===== config.mk =====
export PLATFORM = sky130hd
export DESIGN_NAME = cib_bridge
export DESIGN_NICKNAME = d
export VERILOG_FILES = /design/src/cib_pkg.sv /design/src/cib_bridge.sv
export SDC_FILE = /design/constraint.sdc
export NUM_CORES = 1
export LEC_CHECK = 0
export ABC_AREA = 1
export BUFFER_PORTS_ARGS = -buffer_cell sky130_fd_sc_hd__buf_2
export CELL_PAD_IN_SITES_DETAIL_PLACEMENT = 1
export CELL_PAD_IN_SITES_GLOBAL_PLACEMENT = 1
export CORE_ASPECT_RATIO = 0.9
export CORE_UTILIZATION = 42
export DETAILED_ROUTE_END_ITERATION = 16
export GPL_TIMING_DRIVEN = 1
export PLACE_DENSITY = 0.93
export RECOVER_POWER = 100
export SKIP_LAST_GASP = 1
export SYNTH_ARGS = -nofsm -noshare
export SYNTH_HDL_FRONTEND = slang
export SYNTH_SLANG_ARGS = --single-unit

===== constraint.sdc =====
create_clock -name core_clk_in -period 10.7 [get_ports core_clk_in]
set_input_delay 1.07 -clock core_clk_in [delete_from_list [all_inputs] [get_ports core_clk_in]]
set_output_delay 1.07 -clock core_clk_in [all_outputs]
set_load 0.01 [all_outputs]

===== src/cib_pkg.sv =====
package cib_pkg;

	// memory map boundaries
	localparam logic [15:0] ROM_LO = 16'h0000;
	localparam logic [15:0] ROM_TOP_60K = 16'hEDFF;
	localparam logic [15:0] ROM_TOP_48K = 16'hBFFF;
	localparam logic [15:0] ROM_TOP_40K = 16'h9FFF;
	localparam logic [15:0] ROM_TOP_32K = 16'h7FFF;
	localparam logic [15:0] IO1_LO = 16'hF740;
	localparam logic [15:0] IO1_HI = 16'hF77F;
	localparam logic [15:0] TMRX_LO = 16'hF770;
	localparam logic [15:0] TMRX_HI = 16'hF77F;
	localparam logic [15:0] RAM_LO = 16'hFB80;
	localparam logic [15:0] RAM_HI = 16'hFF7F;
	localparam logic [15:0] SDB_LO = 16'hFF80;
	localparam logic [15:0] SDB_HI = 16'hFF9F;
	localparam logic [15:0] IO2_LO = 16'hFFA0;
	localparam logic [15:0] IO2_HI = 16'hFFFF;
	localparam logic [15:0] TMRV_LO = 16'hFFB8;
	localparam logic [15:0] TMRV_HI = 16'hFFBD;

	// registers held inside this block
	localparam logic [15:0] PORT_DATA_ADDR = 16'hFFD6;
	localparam logic [15:0] PORT_DIR_ADDR = 16'hFFE6;
	localparam logic [15:0] TMR_ADDR = 16'hF772;

	// states per bus cycle
	localparam logic [1:0] STATES_FAST = 2'h2;
	localparam logic [1:0] STATES_SLOW = 2'h3;

	// reset and fixed read values
	localparam logic [7:0] WO_READ = 8'hFF;
	localparam logic [7:0] UNDEF_BYTE = 8'h00;
	localparam logic [15:0] UNDEF_WORD = 16'h0000;
	localparam logic [7:0] PORT_RST = 8'h00;
	localparam logic [7:0] DIR_RST = 8'h00;
	localparam logic [7:0] TMR_RST = 8'h00;
	localparam logic [7:0] TMR_TOP = 8'hFF;
	localparam logic [15:0] SP_STEP = 16'h0002;
	localparam logic [15:0] SP_RST = 16'h0000;

	// pending stack pushes during exception entry
	localparam logic [1:0] PUSH_NONE = 2'h0;
	localparam logic [1:0] PUSH_CCR = 2'h1;
	localparam logic [1:0] PUSH_PC = 2'h2;

	typedef enum logic [2:0] {RG_NONE, RG_ROM, RG_RAM, RG_SDB, RG_IO} cib_region_t;
	typedef enum logic [1:0] {CS_RESET, CS_EXEC, CS_HALT, CS_EXCP} cib_cpu_t;
	typedef enum logic [1:0] {HM_SLEEP, HM_STANDBY, HM_WATCH, HM_SUBSLEEP} cib_halt_t;
	typedef enum logic [2:0] {BO_NONE, BO_SET, BO_CLR, BO_NOT, BO_ST, BO_IST} cib_bop_t;
	typedef enum logic {BP_IDLE, BP_ACC} cib_phase_t;

	// cpu access request
	typedef struct packed {
		logic valid;
		logic wr;
		logic word;
		logic [15:0] addr;
		logic [15:0] wdata;
		cib_bop_t bop;
		logic [2:0] bitno;
		logic cbit;
	} cib_req_t;

	// cpu access answer
	typedef struct packed {
		logic done;
		logic [15:0] rdata;
	} cib_rsp_t;

	// 16-bit on-chip memory bus
	typedef struct packed {
		logic rom_sel;
		logic ram_sel;
		logic we;
		logic commit;
		logic [1:0] be;
		logic [15:0] addr;
		logic [15:0] wdata;
	} cib_mbus_t;

	// 8-bit peripheral bus
	typedef struct packed {
		logic sel;
		logic we;
		logic commit;
		logic slow;
		logic [15:0] addr;
		logic [7:0] wdata;
	} cib_pbus_t;

	// whole state of the bridge
	typedef struct packed {
		cib_phase_t ph;
		logic [1:0] cnt;
		cib_req_t req;
		cib_region_t rg;
		logic slow;
		cib_rsp_t rsp;
		cib_cpu_t cs;
		cib_halt_t hm;
		logic sub;
		logic excp_done;
		logic [1:0] push;
		logic [15:0] pc;
		logic [7:0] condition_code_reg;
		logic [15:0] sp;
		logic [7:0] dat;
		logic [7:0] dir;
		logic [7:0] tload;
		logic [7:0] tcnt;
		logic [2:0][7:0] sync;
		logic [7:0] pins;
	} cib_state_t;

endpackage


===== src/cib_bridge.sv =====
`timescale 1ns/1ps
// Behaviour
// - a state is one active clock edge to the next; cycles are 2 or 3 states
// - ROM and RAM take two states over 16 bits, byte or word
// - peripherals use an 8-bit path, byte only, two or three states
// - ROM decodes from zero to a variant top address
// - serial buffer FF80-FF9F is byte only, two states
// - timer windows F770-F77F and FFB8-FFBD take three states, other I/O two
// - writes to unassigned space are dropped, reads return undefined data
// - word write to I/O stores only the upper byte
// - word read from I/O puts the byte in the upper half, lower undefined
// - interrupt exception uses the stack pointer and pushes PC and condition codes
// - reset, execute, halt and exception states; execute on system or subclock
// - halt has sleep, standby, watch, subsleep; no instructions execute
// - bit instructions read the byte, change one bit, write the byte back
// - shared timer address reads the counter and writes the load register
// - port data reads pins for inputs and the latch for outputs
// - a write-only register reads back as all ones
module cib_bridge
	import cib_pkg::*;
#(
	parameter logic [15:0] ROM_TOP = ROM_TOP_60K
) (
	// clock, reset, active-clock enable
	input wire logic core_clk_in,
	input wire logic rst_in,
	input wire logic ce_in,
	// cpu access port
	input wire cib_req_t cpu_req_in,
	output logic cpu_ready_out,
	output cib_rsp_t cpu_rsp_out,
	// cpu state control
	input wire logic sub_mode_in,
	input wire logic halt_req_in,
	input wire cib_halt_t halt_mode_in,
	input wire logic wake_in,
	input wire logic irq_in,
	input wire logic [15:0] irq_pc_in,
	input wire logic [7:0] irq_ccr_in,
	input wire logic [15:0] stack_pointer_in,
	output cib_cpu_t cpu_state_out,
	output cib_halt_t halt_mode_out,
	output logic exec_en_out,
	output logic sub_clk_sel_out,
	output logic excp_done_out,
	output logic [15:0] stack_pointer_out,
	// on-chip memory bus
	output cib_mbus_t mem_out,
	input wire logic [15:0] mem_rdata_in,
	// peripheral bus
	output cib_pbus_t per_out,
	input wire logic [7:0] per_rdata_in,
	// port pins
	input wire logic [7:0] port_pin_in,
	output logic [7:0] port_pin_out,
	output logic [7:0] port_pin_oe_out
);

	cib_state_t st_ff;
	cib_state_t nxt_st;

	// memory map decode
	function automatic cib_region_t decode(input logic [15:0] a);
		if (a <= ROM_TOP) begin
			decode = RG_ROM;
		end else if (a >= RAM_LO && a <= RAM_HI) begin
			decode = RG_RAM;
		end else if (a >= SDB_LO && a <= SDB_HI) begin
			decode = RG_SDB;
		end else if ((a >= IO1_LO && a <= IO1_HI) || (a >= IO2_LO && a <= IO2_HI)) begin
			decode = RG_IO;
		end else begin
			decode = RG_NONE;
		end
	endfunction

	// timer windows stretch the cycle to three states
	function automatic logic is_slow(input logic [15:0] a);
		is_slow = (a >= TMRX_LO && a <= TMRX_HI) || (a >= TMRV_LO && a <= TMRV_HI);
	endfunction

	// registers served here rather than on the peripheral bus
	function automatic logic is_local(input logic [15:0] a);
		is_local = (a == PORT_DATA_ADDR) || (a == PORT_DIR_ADDR) || (a == TMR_ADDR);
	endfunction

	// single-bit alteration for the bit instructions
	function automatic logic [7:0] bit_mod(input logic [7:0] b, input cib_bop_t op,
			input logic [2:0] n, input logic c);
		logic [7:0] m;
		m = 8'(9'h001 << n);
		case (op)
			BO_SET: bit_mod = b | m;
			BO_CLR: bit_mod = b & ~m;
			BO_NOT: bit_mod = b ^ m;
			BO_ST: bit_mod = c ? (b | m) : (b & ~m);
			BO_IST: bit_mod = c ? (b & ~m) : (b | m);
			default: bit_mod = b;
		endcase
	endfunction

	logic acc;
	logic last;
	logic accept;
	logic go;
	cib_req_t greq;
	logic [7:0] io_byte;
	logic [7:0] wr_byte;
	logic [15:0] rd_word;

	assign acc = (st_ff.ph == BP_ACC);
	assign last = acc && (st_ff.cnt == 2'h1);
	// interrupt and halt requests take the bus slot ahead of a new access
	assign cpu_ready_out = (st_ff.cs == CS_EXEC) && !acc && !irq_in && !halt_req_in;
	assign accept = ce_in && cpu_ready_out && cpu_req_in.valid;

	// byte seen on the 8-bit side
	always_comb begin
		if (st_ff.req.addr == PORT_DATA_ADDR) begin
			io_byte = (st_ff.dat & st_ff.dir) | (st_ff.pins & ~st_ff.dir);
		end else if (st_ff.req.addr == PORT_DIR_ADDR) begin
			io_byte = WO_READ;
		end else if (st_ff.req.addr == TMR_ADDR) begin
			io_byte = st_ff.tcnt;
		end else begin
			io_byte = per_rdata_in;
		end
	end

	// read data as the cpu register sees it
	always_comb begin
		wr_byte = st_ff.req.word ? st_ff.req.wdata[15:8] : st_ff.req.wdata[7:0];
		case (st_ff.rg)
			RG_ROM, RG_RAM: begin
				if (st_ff.req.word) begin
					rd_word = mem_rdata_in;
				end else begin
					rd_word = {8'h00, st_ff.req.addr[0] ? mem_rdata_in[7:0] : mem_rdata_in[15:8]};
				end
			end
			RG_SDB, RG_IO: begin
				rd_word = st_ff.req.word ? {io_byte, UNDEF_BYTE} : {8'h00, io_byte};
			end
			default: rd_word = UNDEF_WORD;
		endcase
	end

	// next state
	always_comb begin
		nxt_st = st_ff;
		nxt_st.rsp.done = 1'b0;
		nxt_st.excp_done = 1'b0;
		go = 1'b0;
		greq = cpu_req_in;
		if (ce_in) begin
			// pin synchroniser: a change counts once stages two and three agree
			nxt_st.sync = {st_ff.sync[1], st_ff.sync[0], port_pin_in};
			if (st_ff.sync[1] == st_ff.sync[2]) begin
				nxt_st.pins = st_ff.sync[2];
			end
			// reloadable timer counts one per state
			nxt_st.tcnt = (st_ff.tcnt == TMR_TOP) ? st_ff.tload : 8'(st_ff.tcnt + 8'h01);
			// top-level cpu states
			case (st_ff.cs)
				CS_RESET: begin
					nxt_st.cs = CS_EXCP;
					nxt_st.push = PUSH_NONE;
				end
				CS_EXEC: begin
					nxt_st.sub = sub_mode_in;
					if (!acc && irq_in) begin
						nxt_st.cs = CS_EXCP;
						nxt_st.push = PUSH_PC;
						nxt_st.pc = irq_pc_in;
						nxt_st.condition_code_reg = irq_ccr_in;
						nxt_st.sp = stack_pointer_in;
					end else if (!acc && halt_req_in) begin
						nxt_st.cs = CS_HALT;
						nxt_st.hm = halt_mode_in;
					end else if (accept) begin
						go = 1'b1;
					end
				end
				CS_HALT: begin
					if (irq_in) begin
						nxt_st.cs = CS_EXCP;
						nxt_st.push = PUSH_PC;
						nxt_st.pc = irq_pc_in;
						nxt_st.condition_code_reg = irq_ccr_in;
						nxt_st.sp = stack_pointer_in;
					end else if (wake_in) begin
						nxt_st.cs = CS_EXEC;
					end
				end
				CS_EXCP: begin
					if (!acc) begin
						if (st_ff.push == PUSH_NONE) begin
							nxt_st.cs = CS_EXEC;
							nxt_st.excp_done = 1'b1;
						end else begin
							// stack pushes use the normal word write path
							go = 1'b1;
							greq.valid = 1'b1;
							greq.wr = 1'b1;
							greq.word = 1'b1;
							greq.bop = BO_NONE;
							greq.addr = 16'(st_ff.sp - SP_STEP);
							greq.wdata = (st_ff.push == PUSH_PC) ? st_ff.pc : {st_ff.condition_code_reg, st_ff.condition_code_reg};
						end
					end
				end
				default: nxt_st.cs = CS_RESET;
			endcase
			// bit instructions always move a single byte
			if (greq.bop != BO_NONE) begin
				greq.word = 1'b0;
				greq.wr = 1'b0;
			end
			if (go) begin
				nxt_st.req = greq;
				nxt_st.rg = decode(greq.addr);
				nxt_st.slow = is_slow(greq.addr) && (decode(greq.addr) == RG_IO);
				nxt_st.cnt = nxt_st.slow ? STATES_SLOW : STATES_FAST;
				nxt_st.ph = BP_ACC;
			end else if (acc && !last) begin
				nxt_st.cnt = 2'(st_ff.cnt - 2'h1);
			end else if (last) begin
				if (st_ff.req.wr && st_ff.rg == RG_IO) begin
					if (st_ff.req.addr == PORT_DATA_ADDR) begin
						nxt_st.dat = wr_byte;
					end
					if (st_ff.req.addr == PORT_DIR_ADDR) begin
						nxt_st.dir = wr_byte;
					end
					if (st_ff.req.addr == TMR_ADDR) begin
						nxt_st.tload = wr_byte;
					end
				end
				if (!st_ff.req.wr && st_ff.req.bop != BO_NONE) begin
					// read done: rerun the cycle as a write of the altered byte
					nxt_st.req.wr = 1'b1;
					nxt_st.req.wdata = {8'h00, bit_mod(rd_word[7:0], st_ff.req.bop,
						st_ff.req.bitno, st_ff.req.cbit)};
					nxt_st.req.bop = BO_NONE;
					nxt_st.cnt = st_ff.slow ? STATES_SLOW : STATES_FAST;
				end else begin
					nxt_st.ph = BP_IDLE;
					if (st_ff.cs == CS_EXCP) begin
						nxt_st.push = 2'(st_ff.push - 2'h1);
						nxt_st.sp = st_ff.req.addr;
					end else begin
						nxt_st.rsp.done = 1'b1;
						nxt_st.rsp.rdata = st_ff.req.wr ? st_ff.rsp.rdata : rd_word;
					end
				end
			end
		end
	end

	// state register; clock enable low freezes everything except the done and exception-exit pulses, which clear
	always_ff @(posedge core_clk_in or posedge rst_in) begin
		if (rst_in) begin
			st_ff <= '{ph: BP_IDLE, cnt: 2'h0, req: '0, rg: RG_NONE, slow: 1'b0, rsp: '0,
				cs: CS_RESET, hm: HM_SLEEP, sub: 1'b0, excp_done: 1'b0, push: PUSH_NONE,
				pc: 16'h0000, condition_code_reg: 8'h00, sp: SP_RST, dat: PORT_RST, dir: DIR_RST,
				tload: TMR_RST, tcnt: TMR_RST, sync: '0, pins: 8'h00};
		end else begin
			st_ff <= nxt_st;
		end
	end

	// memory bus: ROM writes and unassigned space never strobe
	always_comb begin
		mem_out.rom_sel = acc && (st_ff.rg == RG_ROM);
		mem_out.ram_sel = acc && (st_ff.rg == RG_RAM);
		mem_out.we = acc && st_ff.req.wr && (st_ff.rg == RG_RAM);
		mem_out.commit = last && (st_ff.rg == RG_ROM || st_ff.rg == RG_RAM);
		mem_out.be = st_ff.req.word ? 2'h3 : (st_ff.req.addr[0] ? 2'h1 : 2'h2);
		mem_out.addr = st_ff.req.word ? {st_ff.req.addr[15:1], 1'b0} : st_ff.req.addr;
		mem_out.wdata = st_ff.req.word ? st_ff.req.wdata : {2{st_ff.req.wdata[7:0]}};
	end

	// peripheral bus carries a single byte
	always_comb begin
		per_out.sel = acc && (st_ff.rg == RG_IO || st_ff.rg == RG_SDB) &&
			!is_local(st_ff.req.addr);
		per_out.we = per_out.sel && st_ff.req.wr;
		per_out.commit = per_out.sel && last;
		per_out.slow = st_ff.slow;
		per_out.addr = st_ff.req.addr;
		per_out.wdata = wr_byte;
	end

	// remaining outputs straight from state
	assign cpu_rsp_out = st_ff.rsp;
	assign cpu_state_out = st_ff.cs;
	assign halt_mode_out = st_ff.hm;
	assign exec_en_out = (st_ff.cs == CS_EXEC);
	assign sub_clk_sel_out = st_ff.sub;
	assign excp_done_out = st_ff.excp_done;
	assign stack_pointer_out = st_ff.sp;
	assign port_pin_out = st_ff.dat;
	assign port_pin_oe_out = st_ff.dir;

	// fast regions load two states
	property p_fast_cnt;
		@(posedge core_clk_in) disable iff (rst_in)
		(go && !is_slow(greq.addr)) |=> (st_ff.cnt == 2'h2);
	endproperty
	a_fast_cnt: assert property (p_fast_cnt) else $error("fast access not two states");

	// timer windows load three states
	property p_slow_cnt;
		@(posedge core_clk_in) disable iff (rst_in)
		(go && is_slow(greq.addr) && decode(greq.addr) == RG_IO) |=> (st_ff.cnt == 2'h3);
	endproperty
	a_slow_cnt: assert property (p_slow_cnt) else $error("timer access not three states");

	// an answer only follows a final state
	property p_done_after_last;
		@(posedge core_clk_in) disable iff (rst_in)
		cpu_rsp_out.done |-> $past(last && ce_in);
	endproperty
	a_done_after_last: assert property (p_done_after_last) else $error("answer without cycle");

	// unassigned space never strobes a write
	property p_unmapped_quiet;
		@(posedge core_clk_in) disable iff (rst_in)
		(acc && st_ff.rg == RG_NONE) |-> (!mem_out.we && !per_out.we && !per_out.sel);
	endproperty
	a_unmapped_quiet: assert property (p_unmapped_quiet) else $error("unmapped write");

	// word write to I/O drives the upper byte
	property p_word_io_upper;
		@(posedge core_clk_in) disable iff (rst_in)
		(per_out.we && st_ff.req.word) |-> (per_out.wdata == st_ff.req.wdata[15:8]);
	endproperty
	a_word_io_upper: assert property (p_word_io_upper) else $error("wrong I/O byte");

	// direction register reads as all ones
	property p_wo_read;
		@(posedge core_clk_in) disable iff (rst_in)
		(ce_in && last && !st_ff.req.wr && st_ff.req.bop == BO_NONE && !st_ff.req.word &&
			st_ff.cs == CS_EXEC && st_ff.req.addr == PORT_DIR_ADDR)
			|=> (cpu_rsp_out.rdata == 16'h00FF);
	endproperty
	a_wo_read: assert property (p_wo_read) else $error("write-only read not FF");

	// bit instruction read turns into a write to the same address
	property p_rmw_write;
		@(posedge core_clk_in) disable iff (rst_in)
		(ce_in && last && !st_ff.req.wr && st_ff.req.bop != BO_NONE)
			|=> (acc && st_ff.req.wr && st_ff.req.addr == $past(st_ff.req.addr));
	endproperty
	a_rmw_write: assert property (p_rmw_write) else $error("bit op lost its write");

	// halt state accepts no access
	property p_halt_idle;
		@(posedge core_clk_in) disable iff (rst_in)
		(st_ff.cs == CS_HALT) |-> (!cpu_ready_out && !exec_en_out);
	endproperty
	a_halt_idle: assert property (p_halt_idle) else $error("access during halt");

	// interrupt entry pushes the program counter first, below the stack pointer
	property p_push_pc;
		@(posedge core_clk_in) disable iff (rst_in)
		(go && st_ff.cs == CS_EXCP && st_ff.push == PUSH_PC)
			|=> (st_ff.req.wdata == $past(st_ff.pc) && st_ff.req.addr == 16'($past(st_ff.sp) - SP_STEP));
	endproperty
	a_push_pc: assert property (p_push_pc) else $error("bad program counter push");

endmodule // cib_bridge


# Yosys cells after proc, flatten, opt, wreduce, memory -nomap -nowiden
# Cells that the tools add are included.
# Widths: inputs -> output; s select.
[word_totals]
output_inout_bits = 123
in_bits = 123
elab_cells = 240
regBits = 177
[classes]
eq_ne = 28
reduce_logical = 63
add_sub_neg = 4
magnitude_cmp = 12
muxes = 89
bitwise_logic = 14
shifts = 1
[op_table]
columns = ["cell", "n"]
rows = [
  ["$mux 38", 4],
  ["$mux 129", 1],
  ["$mux 40", 3],
  ["$mux 16", 7],
  ["$ge 16x16->1 const B", 6],
  ["$le 16x16->1 const B", 6],
  ["$mux 8", 12],
  ["$mux 17", 5],
  ["$mux 42", 2],
  ["$pmux 40 s2", 1],
  ["$mux 19", 4],
  ["$eq 16x16->1 const B", 3],
  ["$pmux 8 s5", 1],
  ["$mux 2", 16],
  ["$pmux 16 s2", 1],
  ["$logic_and 1x1->1", 27],
  ["$mux 3", 9],
  ["$and 8x8->8", 3],
  ["$mux 24", 1],
  ["$mux 1", 18],
  ["$reduce_and 6->1", 3],
  ["$not 8->8", 2],
  ["$or 8x8->8", 2],
  ["$reduce_and 4->1", 4],
  ["other kinds (31)", 70],
]

# Longest topological paths before layout
[depth]
ltp_word = 19
depth_mapped = 19
mapped_depth_nobuf = 19

# Worst setup path before layout
# No wires, ideal clock.
[synth_timing]
path_type = "register to register"
start = "reg st_ff (netlist bit per_out[19])"
end = "reg st_ff[144] (netlist bit)"
path_stages_with_launch = 18
period_less_slack_ns = 2.645
arrival_time_ns = 2.527
setup_ns = 0.118
path_buffers = 2
t_required_ns = 10.582
setup_slack_ns = 8.055
cell_sequence = "dfrtp_1 -> or2_0 -> nor3_1 -> and3_1 -> buf_2 -> buf_4 -> nand2_1 -> o211ai_1 -> nand3_1 -> nand2_1 -> inv_1 -> ha_1 -> a221oi_1 -> nand2_1 -> nand2_1 -> nand3_1 -> a21oi_1 -> nor2_1"
[synth_between]
elab_chain_len = 13
word_cells_on_any_way = 18
classes_between = "eq/ne: 3; mux: 12; bitwise: 3"
[synth_rtl]
columns = ["element", "line", "source"]
rows = [
  ["start, declared", "cib_bridge.sv:59", "cib_state_t st_ff;"],
  ["start signal, assigned", "cib_bridge.sv:263", "st_ff <= '{ph: BP_IDLE, cnt: 2'h0, req: '0, rg: RG_NONE, slow: 1'b0, rsp: '0,"],
  ["start signal, assigned", "cib_bridge.sv:268", "st_ff <= nxt_st;"],
  ["$eq 16x16->1", "cib_bridge.sv:123", "end else if (st_ff.req.addr == TMR_ADDR) begin"],
  ["$mux 8", "cib_bridge.sv:123", ""],
  ["$mux 8", "cib_bridge.sv:121", "end else if (st_ff.req.addr == PORT_DIR_ADDR) begin"],
  ["$mux 8 *", "cib_bridge.sv:119", "if (st_ff.req.addr == PORT_DATA_ADDR) begin"],
  ["$mux 16 *", "cib_bridge.sv:142", "rd_word = st_ff.req.word ? {io_byte, UNDEF_BYTE} : {8'h00, io_byte};"],
  ["$pmux 16 s2 *", "cib_bridge.sv:133", "case (st_ff.rg)"],
  ["via rd_word[4]", "cib_bridge.sv:109", "logic [15:0] rd_word;"],
  ["$or 8x8->8 or $and 8x8->8 (tied branches)", "n/a", ""],
  ["$mux 8 (on tied branches)", "cib_bridge.sv:97, cib_bridge.sv:96", ""],
  ["$pmux 8 s5 *", "cib_bridge.sv:92", "case (op)"],
  ["$mux 19 *", "cib_bridge.sv:239", "if (!st_ff.req.wr && st_ff.req.bop != BO_NONE) begin"],
  ["$mux 19 *", "cib_bridge.sv:227", "end else if (last) begin"],
  ["$mux 19 *", "cib_bridge.sv:225", "end else if (acc && !last) begin"],
  ["$mux 19 *", "cib_bridge.sv:219", "if (go) begin"],
]
# The timed path passes the listed nets; every way through them passes the cells marked *. The select of a mux whose other input is x is not followed.
# A chain may end at the register's enable or synchronous reset.

# Final worst setup path
[layout_timing]
start = "in ce_in"
end = "reg st_ff[82] (netlist bit)"
[layout_between]
elab_chain_len = 1
[layout_rtl]
columns = ["element", "line", "source"]
rows = [
  ["start, declared", "cib_bridge.sv:27", "input wire logic ce_in,"],
  ["$reduce_and 4->1 (no source line)", "n/a", ""],
]
# Every way passes these cells.

==> results.yml <==
timing:
  tns_ns: 0
  finalSetupViolCount: 0
  tightest_slew_ns: 4.95
  fmax_mhz: 147
  final-max-slew-violation-count: 244
  holdWs_ns: 0.483
  finalCritPeriodShare_pct: 63.7
  finalWorstSetupSlack_ns: 3.89
  finalClockSkew_ns: 0.0123
  rsz0062_at_grt: "no"
  period_minus_slack_ns: 6.81
  maxSlewHeadroom_pct: -232
  hold_violations: 0
worst_setup_path:
  critPathMaxStageDelay_ns: 2.40
  cp_common_cell: "clkbuf_1"
  r2r-start: "cpu_state_out[1]"
  start_kind: "input pin"
  path_class: "input pin to register"
  crit_chain: "buf_2 -> clkbuf_1 -> inv_1 -> clkbuf_1 -> a211oi_1 -> clkbuf_1 -> nand3_1 -> o21ai_0"
  critical_path_cell_count: 8
  critical_path.top_delay_family: "buffers and inverters"
  crit_fanout: 84
  required_ns: 11.05
  cp.arrival_ns: 7.16
  r2r_end: "st_ff[144]"
  rrSetupSlack_ns: 6.10
  cp-end-kind: "register"
  crit_slowest_cell: "clkbuf_1"
  path_buf_inv: 5
  reg2reg_depth: 13
grt:
  grtUsageTotal_pct: 28.7
  grt_pass1_vias: 10975
  antenna_found_initial: 0
  grt_pass1_wl_mm: 58.4
  grt_max_degree: 110
  overflow: 0
clock_tree:
  clk_path_buf_depth: 2
  clkSinkCount: 177
  cts_buffers: 17
  cts_tree: "done"
  worstSkewPairLatency_ns: 0.46
  cts_setup_buffers: 0
  root_buffer: "clkbuf_16"
  h-tree-depth: 4
  cts_hold_buf: 0
  path_clk_slew_ns: 0.08
  cts_resized: 0
floorplan:
  start_util_pct: 42.9
  fp.dieW_um: 171
  fp.dieArea_um2: 26400
  io_pins: 246
  rows: 55
  die_h_um: 154
  core_area_um2: 25200
yosys:
  ys_top_cells_by_area: "dfrtp_1, nand2_1, o21ai_0"
  post-synth-top-area-cell: "dfrtp_1"
  ys_types: 50
  yosys.area.top_type_share_pct: 40.9
  yosysWarnings: 0
  yosys_register_bits: 177
  synth_ff_type: "dfrtp_1"
  synthesis.area_um2: 10800
  synth_edf_count: 0
  yosysSeqAreaShare_pct: 40.9
  syn-instance-count: 1477
  avgSynthCellArea_um2: 7.32
  synthArstFlopShare_pct: 100
  syn_nets: 1625
status:
  violations: "capacitance limit, slew limit"
  status: "complete, but fails checks"
layout:
  n_antenna_cell: 0
  fill_cells: 3351
  area_growth_syn_to_layout_pct: 10.5
  final_common_cell: "nand2_1"
  nets: 1740
  ff_latch_area_um2: 4430
  final_cell_mix: "nand2_1, o21ai_0, dfrtp_1"
  fin_cells: 1947
  multi_input_area_um2: 4810
  drive_gt1_share_pct: 11.6
  utilization_pct: 47.4
min_path:
  hp-class: "register to register"
  hp-start: "st_ff[13]"
  holdPathEnd: "st_ff[13]"
  min_path_cells: 2
route:
  drc: 0
  wire_per_inst_um: 19.0
  vias_per_cell: 5.50
  wl_mm: 37.0
  drt_iter0_drc: 746
  first_pass_iters: 7
  ant_nets: 0
  vias: 10717
place:
  place.gp.congestion: 0.921
  pre_cts_ws_ns: 6.18
  dp_hpwl_mm: 27.7
  numPortBuffers: 245
  dp_cells: 1915
power:
  p_leak_nw: 5.64
  ir_drop_mv: 0.130
  power.density_nw_per_um2: 292
flow_run:
  drv_cap: 3
-- cell families (layout without fill, tap and decap cells) --
| family | after synthesis | after routing | share of synthesized area [%] |
|---|---|---|---|
| buffers and inverters | 307 | 435 | 14.5 |
| muxes | 3 | 3 | 0.301 |
| AOI/OAI and AO/OA | 328 | 328 | 16.7 |
| DFF | 177 | 177 | 40.9 |
| adders and majority gates | 25 | 25 | 2.89 |
| xor gates and xnor gates | 6 | 6 | 0.486 |
| and+or+nand+nor | 631 | 631 | 24.2 |
-- registers in the layout (all words and copies together), names as in the netlist --
register and flops:
port_pin_out 8, st_ff 104, excp_done_out 1, stack_pointer_out 16, acc 1, per_out 17, port_pin_oe_out 8, sub_clk_sel_out 1
cpu_state_out 2, halt_mode_out 2, cpu_rsp_out 17
-- final cells by class --
cell class	instances	share of cell area [%]
timing repair buffer	252	9.35
inverter	151	4.75
multi-input combinational	993	40.3
tap	342	3.58
clock inverter	15	1.40
clock buffer	17	3.56
sequential	177	37.1
-- metrics by stage --
step / total power, mW / cell area, um2
6_report: 3.49 / 11900
5_1_grt: 3.75 / 11900
4_1_cts: 3.53 / 12100
3_5_place_dp: 2.87 / 11500
3_3_place_gp: 2.76 / 11500
2_1_floorplan: 2.39 / 10800
-- worst max-delay path by stage --
stage | from | endpoint | slack, ns
global placement | ce_in | st_ff[144] | 6.46
floorplan | rst_in | acc | 4.83
finish | ce_in | st_ff[82] | 3.89
CTS | cpu_state_out[1] | st_ff[144] | 6.46
detailed placement | ce_in | st_ff[144] | 6.18
global route | ce_in | st_ff[85] | 3.36
-- metal layers --
layer	up-vias	wire, um	global-route usage (%)	share of wire, %
li1	4961	-	-	-
met1	5262	15800	37.5	43
met2	401	17600	46.9	48
met3	93	2030	3.99	5.5
met4	0	1520	13.4	4.1
met5	-	0	0	0
-- worst min-delay path: cells and delay by family (launching register included) --
family        cells  cell delay [ns]
simple gates      2             0.10
flops             1             0.35
-- synthesized netlist by cell type (all sizes together) (3+ instances only) --
cell type	count
a21oi	40
a221oi	3
a2bb2oi	8
a31oi	15
buf	113
clkbuf	43
clkinv	4
dfrtp	177
ha	25
inv	147
nand2	389
nand3	65
nand4	14
nor2	117
nor3	24
nor4	6
o211a	3
o211ai	13
o21ai	217
o22ai	21
or2	11
xnor2	4
-- power breakdown --
group          internal [mW]  switching (mW)  total (mW)
clock network          0.315           0.327       0.642
logic                  0.514            1.19        1.70
registers              0.898           0.248        1.15
Power figures use the tool's default switching activity.
